<file path="config.mk">
export PLATFORM = sky130hd
export DESIGN_NAME = lsi_top
export DESIGN_NICKNAME = d
export VERILOG_FILES = /design/src/lsi_pkg.sv /design/src/lsi_stretch.sv /design/src/lsi_top.sv
export SDC_FILE = /design/constraint.sdc
export NUM_CORES = 1
export LEC_CHECK = 0
export BUFFER_PORTS_ARGS = -buffer_cell sky130_fd_sc_hd__buf_2
export CORE_UTILIZATION = 45
export DETAILED_ROUTE_END_ITERATION = 10
export GPL_TIMING_DRIVEN = 0
export SLEW_MARGIN = 10
export SYNTH_ARGS = -nofsm -noshare
export SYNTH_HDL_FRONTEND = slang
export SYNTH_SLANG_ARGS = --single-unit
export TNS_END_PERCENT = 20
</file>
<file path="constraint.sdc">
create_clock -name aclk -period 7.6 [get_ports aclk]
set_clock_uncertainty 0.2 [all_clocks]
set_input_delay 0.38 -clock aclk [delete_from_list [all_inputs] [get_ports aclk]]
set_output_delay 0.38 -clock aclk [all_outputs]
set_load 0.01 [all_outputs]
</file>
<file path="src/lsi_pkg.sv">
// Shared constants, types and helper functions of the LED status indicator.
package lsi_pkg;

  // Bus and counter geometry.
  localparam int ADDR_W  = 12;
  localparam int CNT_W   = 27;
  localparam int NUM_LED = 3;

  // Register byte addresses.
  localparam logic [ADDR_W-1:0] OFF_CFG  = 12'h450;
  localparam logic [ADDR_W-1:0] OFF_STAT = 12'h454;

  // Configuration reset value and writable bits (bit 15 is reserved, reads zero).
  localparam logic [15:0] CFG_RESET   = 16'h2610;
  localparam logic [15:0] CFG_RW_MASK = 16'h7FFF;

  // Status register layout: LED states sit in the low bits.
  localparam int STAT_LED_LSB   = 0;
  localparam int STAT_LOST_BIT  = 3;
  localparam int STAT_PRBS_BIT  = 4;
  localparam int STAT_BLINK_BIT = 5;

  // Clock rate in kilohertz and blink periods in milliseconds.
  localparam int unsigned CLK_KHZ    = 250000;
  localparam int unsigned BLINK_MS_0 = 50;
  localparam int unsigned BLINK_MS_1 = 100;
  localparam int unsigned BLINK_MS_2 = 200;
  localparam int unsigned BLINK_MS_3 = 500;

  // AXI response codes.
  localparam logic [1:0] RESP_OKAY   = 2'h0;
  localparam logic [1:0] RESP_SLVERR = 2'h2;

  // Per-LED function select codes.
  typedef enum logic [3:0] {
    OPT_LINK      = 4'h0,
    OPT_LINK_ACT  = 4'h1,
    OPT_LINK_TX   = 4'h2,
    OPT_LINK_RX   = 4'h3,
    OPT_MASTER    = 4'h4,
    OPT_SLAVE     = 4'h5,
    OPT_ACT       = 4'h6,
    OPT_RSV7      = 4'h7,
    OPT_RSV8      = 4'h8,
    OPT_LINK_LOST = 4'h9,
    OPT_PRBS_ERR  = 4'hA,
    OPT_MAC_ERR   = 4'hB
  } lsi_opt_t;

  // Layout of the indicator configuration register.
  typedef struct packed {
    logic                       rsv;
    logic                       bypass;
    logic [1:0]                 rate;
    lsi_opt_t [NUM_LED-1:0]     opt;
  } lsi_cfg_t;

  // Condition inputs from the PHY core.
  typedef struct packed {
    logic link_up;
    logic master;
    logic tx_act;
    logic rx_act;
    logic prbs_err;
    logic mac_tx_err;
    logic mac_rx_err;
  } lsi_events_t;

  // Milliseconds to clock cycles.
  function automatic int unsigned ms_to_cyc(input int unsigned ms);
    return ms * CLK_KHZ;
  endfunction

  // Word-aligned address match.
  function automatic logic word_hit(input logic [ADDR_W-1:0] a, input logic [ADDR_W-1:0] off);
    return a[ADDR_W-1:2] == off[ADDR_W-1:2];
  endfunction

  // Level that one LED shows for its select code; reserved codes stay dark.
  function automatic logic led_select(input lsi_opt_t opt, input logic link, input logic master,
                                      input logic txs, input logic rxs, input logic errs,
                                      input logic lost, input logic prbs, input logic blink);
    logic v;
    v = 1'b0;
    case (opt)
      OPT_LINK:      v = link;
      OPT_LINK_ACT:  v = link & ~((txs | rxs) & blink);
      OPT_LINK_TX:   v = link & ~(txs & blink);
      OPT_LINK_RX:   v = link & ~(rxs & blink);
      OPT_MASTER:    v = link & master;
      OPT_SLAVE:     v = link & ~master;
      OPT_ACT:       v = txs | rxs;
      OPT_LINK_LOST: v = lost;
      OPT_PRBS_ERR:  v = prbs;
      OPT_MAC_ERR:   v = errs;
      default:       v = 1'b0;
    endcase
    return v;
  endfunction

endpackage

</file>
<file path="src/lsi_stretch.sv">
// Pulse stretcher that holds a short event for one blink period.
module lsi_stretch #(
  parameter int CW = 27
) (
  // Clock and reset.
  input  wire logic          aclk,
  input  wire logic          aresetn,
  // Control.
  input  wire logic          bypass,
  input  wire logic [CW-1:0] hold_cyc,
  // Event in and stretched level out.
  input  wire logic          pulse_in,
  output logic               level_out
);

  logic [CW-1:0] cnt_q;

  // Reload on every event so that a burst stays lit one period past its last pulse.
  always_ff @(posedge aclk) begin
    if (!aresetn) begin
      cnt_q <= '0;
    end else if (pulse_in) begin
      cnt_q <= hold_cyc;
    end else if (cnt_q != '0) begin
      cnt_q <= cnt_q - 1'b1;
    end
  end

  // Bypass passes the raw event, at the cost of invisible single-cycle pulses.
  assign level_out = bypass ? pulse_in : (pulse_in | (cnt_q != '0));
endmodule // lsi_stretch

</file>
<file path="src/lsi_top.sv">
// LED status indicator with AXI4-Lite configuration and status registers.
//
// Our own choice: the AXI4-Lite slave port.
module lsi_top
  import lsi_pkg::*;
#(
  parameter logic [lsi_pkg::CNT_W-1:0] RATE0_CYC =
    lsi_pkg::CNT_W'(lsi_pkg::ms_to_cyc(lsi_pkg::BLINK_MS_0)),
  parameter logic [lsi_pkg::CNT_W-1:0] RATE1_CYC =
    lsi_pkg::CNT_W'(lsi_pkg::ms_to_cyc(lsi_pkg::BLINK_MS_1)),
  parameter logic [lsi_pkg::CNT_W-1:0] RATE2_CYC =
    lsi_pkg::CNT_W'(lsi_pkg::ms_to_cyc(lsi_pkg::BLINK_MS_2)),
  parameter logic [lsi_pkg::CNT_W-1:0] RATE3_CYC =
    lsi_pkg::CNT_W'(lsi_pkg::ms_to_cyc(lsi_pkg::BLINK_MS_3))
) (
  // Clock and reset.
  input  wire logic                          aclk,
  input  wire logic                          aresetn,
  // AXI4-Lite write address.
  input  wire logic                          s_axi_awvalid,
  output logic                               s_axi_awready,
  input  wire logic [lsi_pkg::ADDR_W-1:0]    s_axi_awaddr,
  // AXI4-Lite write data.
  input  wire logic                          s_axi_wvalid,
  output logic                               s_axi_wready,
  input  wire logic [31:0]                   s_axi_wdata,
  input  wire logic [3:0]                    s_axi_wstrb,
  // AXI4-Lite write response.
  output logic                               s_axi_bvalid,
  input  wire logic                          s_axi_bready,
  output logic [1:0]                         s_axi_bresp,
  // AXI4-Lite read address.
  input  wire logic                          s_axi_arvalid,
  output logic                               s_axi_arready,
  input  wire logic [lsi_pkg::ADDR_W-1:0]    s_axi_araddr,
  // AXI4-Lite read data.
  output logic                               s_axi_rvalid,
  input  wire logic                          s_axi_rready,
  output logic [31:0]                        s_axi_rdata,
  output logic [1:0]                         s_axi_rresp,
  // PHY conditions and clear strobes.
  input  wire lsi_pkg::lsi_events_t          events,
  input  wire logic                          status_reg_read,
  input  wire logic                          prbs_clear,
  // LED pins, high means lit.
  output logic [lsi_pkg::NUM_LED-1:0]        led
);

  import lsi_pkg::*;

  lsi_cfg_t              cfg_q;
  logic                  aw_have_q;
  logic                  w_have_q;
  logic [ADDR_W-1:0]     awaddr_q;
  logic [31:0]           wdata_q;
  logic [3:0]            wstrb_q;
  logic                  bvalid_q;
  logic [1:0]            bresp_q;
  logic                  rvalid_q;
  logic [31:0]           rdata_q;
  logic [1:0]            rresp_q;
  logic                  do_wr;
  logic [15:0]           cfg_new;
  logic [CNT_W-1:0]      limit_m1;
  logic [CNT_W-1:0]      cnt_q;
  logic                  blink_q;
  logic                  link_prev_q;
  logic                  lost_q;
  logic                  prbs_q;
  logic                  tx_s;
  logic                  rx_s;
  logic                  err_s;
  logic [NUM_LED-1:0]    led_q;

  // Address and data are taken independently and held until the write is done.
  assign s_axi_awready = !aw_have_q && !bvalid_q;
  assign s_axi_wready  = !w_have_q && !bvalid_q;
  assign do_wr         = aw_have_q && w_have_q;

  always_ff @(posedge aclk) begin
    if (!aresetn) begin
      aw_have_q <= 1'b0;
      awaddr_q  <= '0;
    end else if (s_axi_awvalid && s_axi_awready) begin
      aw_have_q <= 1'b1;
      awaddr_q  <= s_axi_awaddr;
    end else if (do_wr) begin
      aw_have_q <= 1'b0;
    end
  end

  always_ff @(posedge aclk) begin
    if (!aresetn) begin
      w_have_q <= 1'b0;
      wdata_q  <= '0;
      wstrb_q  <= '0;
    end else if (s_axi_wvalid && s_axi_wready) begin
      w_have_q <= 1'b1;
      wdata_q  <= s_axi_wdata;
      wstrb_q  <= s_axi_wstrb;
    end else if (do_wr) begin
      w_have_q <= 1'b0;
    end
  end

  // Byte-lane merge of the 16-bit configuration word.
  always_comb begin
    cfg_new = cfg_q;
    if (wstrb_q[0]) begin
      cfg_new[7:0] = wdata_q[7:0];
    end
    if (wstrb_q[1]) begin
      cfg_new[15:8] = wdata_q[15:8];
    end
    cfg_new = cfg_new & CFG_RW_MASK;
  end

  // Configuration register; the status word is read-only so writes there are refused.
  always_ff @(posedge aclk) begin
    if (!aresetn) begin
      cfg_q <= lsi_cfg_t'(CFG_RESET);
    end else if (do_wr && word_hit(awaddr_q, OFF_CFG)) begin
      cfg_q <= lsi_cfg_t'(cfg_new);
    end
  end

  // Write response follows the completed write.
  always_ff @(posedge aclk) begin
    if (!aresetn) begin
      bvalid_q <= 1'b0;
      bresp_q  <= RESP_OKAY;
    end else if (do_wr) begin
      bvalid_q <= 1'b1;
      bresp_q  <= word_hit(awaddr_q, OFF_CFG) ? RESP_OKAY : RESP_SLVERR;
    end else if (s_axi_bready) begin
      bvalid_q <= 1'b0;
    end
  end

  assign s_axi_bvalid  = bvalid_q;
  assign s_axi_bresp   = bresp_q;
  assign s_axi_arready = !rvalid_q;

  // Read data are registered; unmapped addresses answer zero with an error.
  always_ff @(posedge aclk) begin
    if (!aresetn) begin
      rvalid_q <= 1'b0;
      rdata_q  <= '0;
      rresp_q  <= RESP_OKAY;
    end else if (s_axi_arvalid && s_axi_arready) begin
      rvalid_q <= 1'b1;
      rdata_q  <= '0;
      rresp_q  <= RESP_OKAY;
      if (word_hit(s_axi_araddr, OFF_CFG)) begin
        rdata_q[15:0] <= cfg_q;
      end else if (word_hit(s_axi_araddr, OFF_STAT)) begin
        rdata_q[STAT_LED_LSB +: NUM_LED] <= led_q;
        rdata_q[STAT_LOST_BIT]           <= lost_q;
        rdata_q[STAT_PRBS_BIT]           <= prbs_q;
        rdata_q[STAT_BLINK_BIT]          <= blink_q;
      end else begin
        rresp_q <= RESP_SLVERR;
      end
    end else if (s_axi_rready) begin
      rvalid_q <= 1'b0;
    end
  end

  assign s_axi_rvalid = rvalid_q;
  assign s_axi_rdata  = rdata_q;
  assign s_axi_rresp  = rresp_q;

  // Blink period in cycles, minus one, for the selected rate.
  always_comb begin
    unique case (cfg_q.rate)
      2'h0: limit_m1 = RATE0_CYC - 1'b1;
      2'h1: limit_m1 = RATE1_CYC - 1'b1;
      2'h2: limit_m1 = RATE2_CYC - 1'b1;
      2'h3: limit_m1 = RATE3_CYC - 1'b1;
    endcase
  end

  // Phase flips once per period; the compare is >= so a rate change never overruns.
  always_ff @(posedge aclk) begin
    if (!aresetn) begin
      cnt_q   <= '0;
      blink_q <= 1'b0;
    end else if (cnt_q >= limit_m1) begin
      cnt_q   <= '0;
      blink_q <= ~blink_q;
    end else begin
      cnt_q <= cnt_q + 1'b1;
    end
  end

  // Stretchers share the blink period so a brief event shows for one full phase.
  lsi_stretch #(.CW(CNT_W)) u_tx_str (
    .aclk      (aclk),
    .aresetn   (aresetn),
    .bypass    (cfg_q.bypass),
    .hold_cyc  (limit_m1),
    .pulse_in  (events.tx_act),
    .level_out (tx_s)
  );

  lsi_stretch #(.CW(CNT_W)) u_rx_str (
    .aclk      (aclk),
    .aresetn   (aresetn),
    .bypass    (cfg_q.bypass),
    .hold_cyc  (limit_m1),
    .pulse_in  (events.rx_act),
    .level_out (rx_s)
  );

  lsi_stretch #(.CW(CNT_W)) u_err_str (
    .aclk      (aclk),
    .aresetn   (aresetn),
    .bypass    (cfg_q.bypass),
    .hold_cyc  (limit_m1),
    .pulse_in  (events.mac_tx_err | events.mac_rx_err),
    .level_out (err_s)
  );

  // Link-loss latch: a new loss in the clearing cycle wins over the clear.
  always_ff @(posedge aclk) begin
    if (!aresetn) begin
      link_prev_q <= 1'b0;
      lost_q      <= 1'b0;
    end else begin
      link_prev_q <= events.link_up;
      lost_q      <= (link_prev_q & ~events.link_up) | (lost_q & ~status_reg_read);
    end
  end

  // Pattern-error latch, set also wins over clear.
  always_ff @(posedge aclk) begin
    if (!aresetn) begin
      prbs_q <= 1'b0;
    end else begin
      prbs_q <= events.prbs_err | (prbs_q & ~prbs_clear);
    end
  end

  // LED pins are registered to keep them glitch free.
  always_ff @(posedge aclk) begin
    if (!aresetn) begin
      led_q <= '0;
    end else begin
      for (int i = 0; i < NUM_LED; i++) begin
        led_q[i] <= led_select(cfg_q.opt[i], events.link_up, events.master, tx_s, rx_s,
                               err_s, lost_q, prbs_q, blink_q);
      end
    end
  end

  assign led = led_q;
endmodule // lsi_top

</file>
After elaboration in Yosys (flattened, before gate mapping)

Index checks and enable logic that the tools add are counted.

$add $sub $neg: 4
Magnitude comparators: 1
Equality and inequality tests: 33
Mux-type cells: 26
Bitwise logic cells: 27
Reductions and logical operators: 28

Operators with widths:

| cell                                                  | count |
|---|---|
| 2-to-1 mux 27 bit                                     | 6 |
| case mux 27 bit (4 select lines)                      | 1 |
| nonzero test 27 bit                                   | 3 |
| subtractor 27 x 1 -> 27 bit (second input constant)   | 3 |
| equality test 4 x 3 -> 1 bit (second input constant)  | 9 |
| equality test 4 bit (second input constant)           | 9 |
| equality test 10 x 9 -> 1 bit (second input constant) | 3 |
| case mux 1 bit (10 select lines)                      | 3 |
| adder 27 x 1 -> 27 bit (second input constant)        | 1 |
| greater-or-equal comparator 27 bit                    | 1 |
| equality test 4 x 2 -> 1 bit (second input constant)  | 6 |
| nonzero test 2 bit                                    | 7 |
| equality test 4 x 1 -> 1 bit (second input constant)  | 3 |
| zero test 4 bit                                       | 3 |
| 2-to-1 mux 6 bit                                      | 2 |
| AND 1 bit                                             | 11 |
| 2-to-1 mux 1 bit                                      | 10 |
| 2-to-1 mux 9 bit                                      | 1 |
| inverter 1 bit                                        | 9 |
| logical AND 1 bit                                     | 7 |
| bitwise OR 1 bit                                      | 7 |
| 2-to-1 mux 2 bit                                      | 3 |
| equality test 2 bit (second input constant)           | 2 |
| zero test 1 bit                                       | 4 |
| 4 further kinds                                       | 5 |

Register bits: 183
Input bits: 76
Output and inout port bits: 44
Logic and storage cells: 143

Logic depth before layout (Yosys ltp)

Depth after elaboration: 8
Depth in mapped cells: 13
Mapped depth without buffers: 11

Modules after synthesis

From an unflattened synthesis, not the netlist that was laid out.

Cell total of the unflattened synthesis: 1174
Area, all modules: 9854.5 um2

By module, submodules not included:

| module      | instances | cells an instance | area each (um2) | seq. area each (um2) |
|---|---|---|---|---|
| lsi_stretch | 3         | 201               | 1686.6          | 540.5 |
| lsi_top     | 1         | 571               | 4794.6          | 1941.9 |

Least setup slack after synthesis

OpenSTA, ideal clock, no wires.

Kind: flip-flop to flip-flop
From: register cfg_q[13] (netlist name)
To: register cnt_q[22]
Library setup time: 65 ps
Data arrival time: 2618 ps
Required time: 7335 ps
Path slack: 4716 ps
Cell stages (with the launch flop): 12
Buffers on the path: 2
Clock period less this slack: 2884 ps
Path through: dfxtp_1 clkbuf_1 nand2_1 ha_1 or4_1 a221o_1 a221oi_1 nor2_1 o22ai_1 nand2_1 clkbuf_1 nor2_1

Longest elaborated chain between the ends: 4
Elaborated cells between the ends (all ways): 7
Classes of those cells: 1 x order compare; 3 x eq/ne; 1 x mux; 2 x reduce/logical

Ends and longest elaborated chain:

| what                                        | line           | RTL |
|---|---|---|
| start: declaration                          | lsi_top.sv:51  | `lsi_cfg_t cfg_q;` |
| start signal: assignment                    | lsi_top.sv:121 | `cfg_q <= lsi_cfg_t'(CFG_RESET);` |
| start signal: assignment                    | lsi_top.sv:123 | `cfg_q <= lsi_cfg_t'(cfg_new);` |
| equality test 2 bit (tied with other cells) | lsi_top.sv:175 | `unique case (cfg_q.rate)` |
| case mux 27 bit (4 select lines) (*)        | lsi_top.sv:175 |  |
| greater-or-equal comparator 27 bit (*)      | lsi_top.sv:188 | `end else if (cnt_q >= limit_m1) begin` |
| OR reduction 2 bit (no source line) (*)     | --             |  |
| end signal: assignment                      | lsi_top.sv:192 | `cnt_q <= cnt_q + 1'b1;` |
| end: declaration                            | lsi_top.sv:65  | `logic [CNT_W-1:0] cnt_q;` |

Every way passes the cells marked *; elsewhere a longest branch is shown, timed or not. The select of a mux whose other input is x is not followed.
A chain may end at the register's enable or synchronous reset.

Worst setup path in the final report

Ends and elaborated chain as after synthesis.

==> reports/metrics.yaml <==
final_layout:
  n_fill_cell: 1825
  syn_to_final_growth_pct: 18.7
  finish.utilization_pct: 54.7
  final_layout_size_suffix_gt1_share_pct: 12.2
  fin_area_sq_um: 10700
  fin_nets: 1277
worst_hold_path:
  hold_path_class: "input pin to register"
  holdPathStages: 3
  worstHoldStart: "s_axi_awaddr[5]"
  holdPathEnd: "awaddr_q[5]"
route:
  vias: 7608
  drt_pre_antenna_iters: 6
  first_iter_violations: 450
  wire_per_inst_microns: 15.5
  antenna_left: 0
  drc_errors: 0
  finalWirelength_microns: 22600
  via_per_inst: 5.22
die:
  die_h_microns: 143
  die_area_sq_um: 20600
  rows: 51
  start_util_pct: 46.1
  coreArea_sq_um: 19500
  die_x_microns: 143
  ioPinCount: 120
logic_synthesis:
  ys_top_cells_by_count: "dfxtp_1 (178), nand2_1 (132), nor2_1 (75)"
  synth_seq_area_share_pct: 39.6
  synth_most_common_cell: "dfxtp_1"
  ys_ff_latch: 178
  synthesis.area_sq_um: 9010
  netlist.top_cell.by_area: "dfxtp_1"
  synth_top_area_share_pct: 39.6
  synthCells: 1042
  synth_cell_type_count: 70
  synth-edff-count: 0
  netlist_top_cells_area: "dfxtp_1 (40%), nand2_1 (5.5%), xnor2_1 (5.0%)"
  synthArstFlopShare_pct: 0
  yosysWarnings: 0
  avgSynthCellArea_sq_um: 8.64
  ys.flop_type: "dfxtp_1"
critical_path:
  r2r-start: "cfg_q[13]"
  arrival_ns: 4.13
  required_ns: 7.76
  slowest_delay_ns: 0.37
  r2r_end: "cnt_q[22]"
  cp_cell_sequence: "clkbuf_1 -> inv_1 -> nand2_1 -> inv_1 -> ha_1 -> and3_1 -> a221o_1 -> a221oi_1 -> nor2_1 -> o22ai_1 -> nand2_1 -> clkbuf_1 -> nor2_1"
  cpMaxStageDelayCell: "o22ai_1"
  critPathLaunchType: "register"
  rrSetupSlack_ns: 3.63
  startpoint: "cfg_q[13]"
  cp-end-kind: "register"
  path_class: "register to register"
  path_max_fanout: 10
  rr_worst_depth: 13
sta:
  slew_headroom_pct: 46.7
  hold_violations: 0
  rsz0062_at_grt: "no"
  drv_slew: 0
  min_period_ns: 3.97
  setup_tns_ns: 0
  max_freq_mhz: 252
  finalCritPeriodShare_pct: 52.2
  setup_viol: 0
  worstMarginPinSlew_ns: 0.800
power_and_ir_drop:
  p_leak_nw: 4.39
  power-per-cell-area_nw_per_um2: 206
  vdd_drop_max_uv: 141
clock_network:
  cts_buffers: 17
  htree_num_levels: 4
  cts_root_buf: "clkbuf_16"
  cts_max_path_buffers: 2
  clk_latency_ns: 0.43
  postCtsSetupBuffers: 0
  cts_tree: "yes"
  clock_sinks: 178
  path_clk_slew_ns: 0.06
global_route:
  overflow: 0
  grt_pass1_vias: 6906
  antenna_found_initial: 3
  grt_util_all_layers_pct: 22.6
  grt_max_degree: 17
  grt_first_pass_wirelength_microns: 35900
flow_run:
  drv_cap: 0
place:
  globalplace.congestion: 0.836
  dp_hpwl_microns: 16300
  postPlaceCellArea_sq_um: 9770
  port_buffers: 73
run_status:
  status: "finished clean"
-- logic make-up after synthesis --
family | after synthesis | share of synthesized area (%)
multiplexers | 25 | 2.86
adder cells (fa/ha/maj) | 24 | 3.33
other | 1 | 0.0416
XOR/XNOR | 91 | 8.85
AO/OA/AOI/OAI | 185 | 14.4
buffers and inverters | 88 | 4.64
flip-flops | 178 | 39.6
AND/OR/NAND/NOR | 450 | 26.3
-- layout by cell type (no fill, tap or decap), types with 14 or more instances in the layout --
master,count
a21boi_0,50
a21oi_1,22
a22oi_1,15
and2_1,28
and3_1,15
buf_2,77
buf_4,20
clkbuf_1,45
clkbuf_16,17
conb_1,19
dfxtp_1,178
dlygate4sd3_1,25
ha_1,24
inv_1,18
mux2i_1,19
nand2_1,132
nand2b_1,15
nand3_1,21
nor2_1,75
nor2b_1,34
nor3_1,33
nor4_1,24
o21a_1,14
o21ai_0,27
or3_1,14
xnor2_1,51
xor2_1,40
-- power breakdown --
part | internal, mW | switching, mW
clock | 0.600 | 0.390
sequential | 0.973 | 0.0354
combinational | 0.0972 | 0.111
-- area by class of cell --
type / count / area [sq um] / share of cell area (%)
flip-flops and latches: 178 / 3560 / 33.3
well taps: 265 / 332 / 3.10
plain buffers: 70 / 350 / 3.28
clock buffers: 19 / 443 / 4.14
diodes: 2 / 5.00 / 0.0468
repair buffers: 98 / 616 / 5.76
inverters: 18 / 67.6 / 0.632
multi-input cells: 794 / 5090 / 47.6
clock inverters: 13 / 219 / 2.05
-- what timing repair did --
action                                 4_1_cts  5_1_grt
hold buffers                                25        0
resized for setup                            0        0
setup endpoints to repair                    0        0
endpoints found under the hold margin       24        0
-- sequential cells by signal (all words and copies together), names as in the netlist, 10 cells and up --
name and flops:
u_err_str.cnt_q 27, awaddr_q 10, u_rx_str.cnt_q 27, wdata_q 15, u_tx_str.cnt_q 27, cfg_q 15, cnt_q 27, s_axi_rdata 15
-- how the worst max path moves through the flow --
stage	slack, ns	end	cells after the start
5_1_grt	3.26	cnt_q[24]	13
6_report	3.63	cnt_q[22]	13
2_1_floorplan	4.72	cnt_q[22]	11
3_5_place_dp	3.58	cnt_q[6]	13
3_3_place_gp	3.59	cnt_q[22]	13
4_1_cts	3.56	cnt_q[22]	13
-- per-stage QoR --
step | hold WS (ns) | std cells | setup WS (ns) | total power [mW]
global placement | 0.242 | 1398 | 3.59 | 1.22
global route | 0.0137 | 1456 | 3.26 | 2.29
detailed placement | 0.250 | 1398 | 3.58 | 1.23
finish | 0.00890 | 1457 | 3.63 | 2.21
CTS | 0.000135 | 1455 | 3.56 | 2.23
floorplan | 0.226 | 1060 | 4.72 | 1.16
-- metal layers --
layer	track usage (%)	wire, microns	vias up	share of wire [%]
met4	6.33	268	2	1.2
met5	0	9	-	0.040
met1	31.1	10900	3527	48
li1	-	-	3898	-
met2	36.0	10300	160	46
met3	4.13	1080	21	4.8
-- critical path, delay by kind of cell (launching register included) --
family | cells | cell delay, ns
flip-flops | 1 | 0.34
adder cells (fa/ha/maj) | 1 | 0.33
buffers and inverters | 4 | 1.07
AND/OR/NAND/NOR | 5 | 0.94
AO/OA/AOI/OAI | 3 | 1.02
Note: power is estimated with default switching activity, not from simulation.
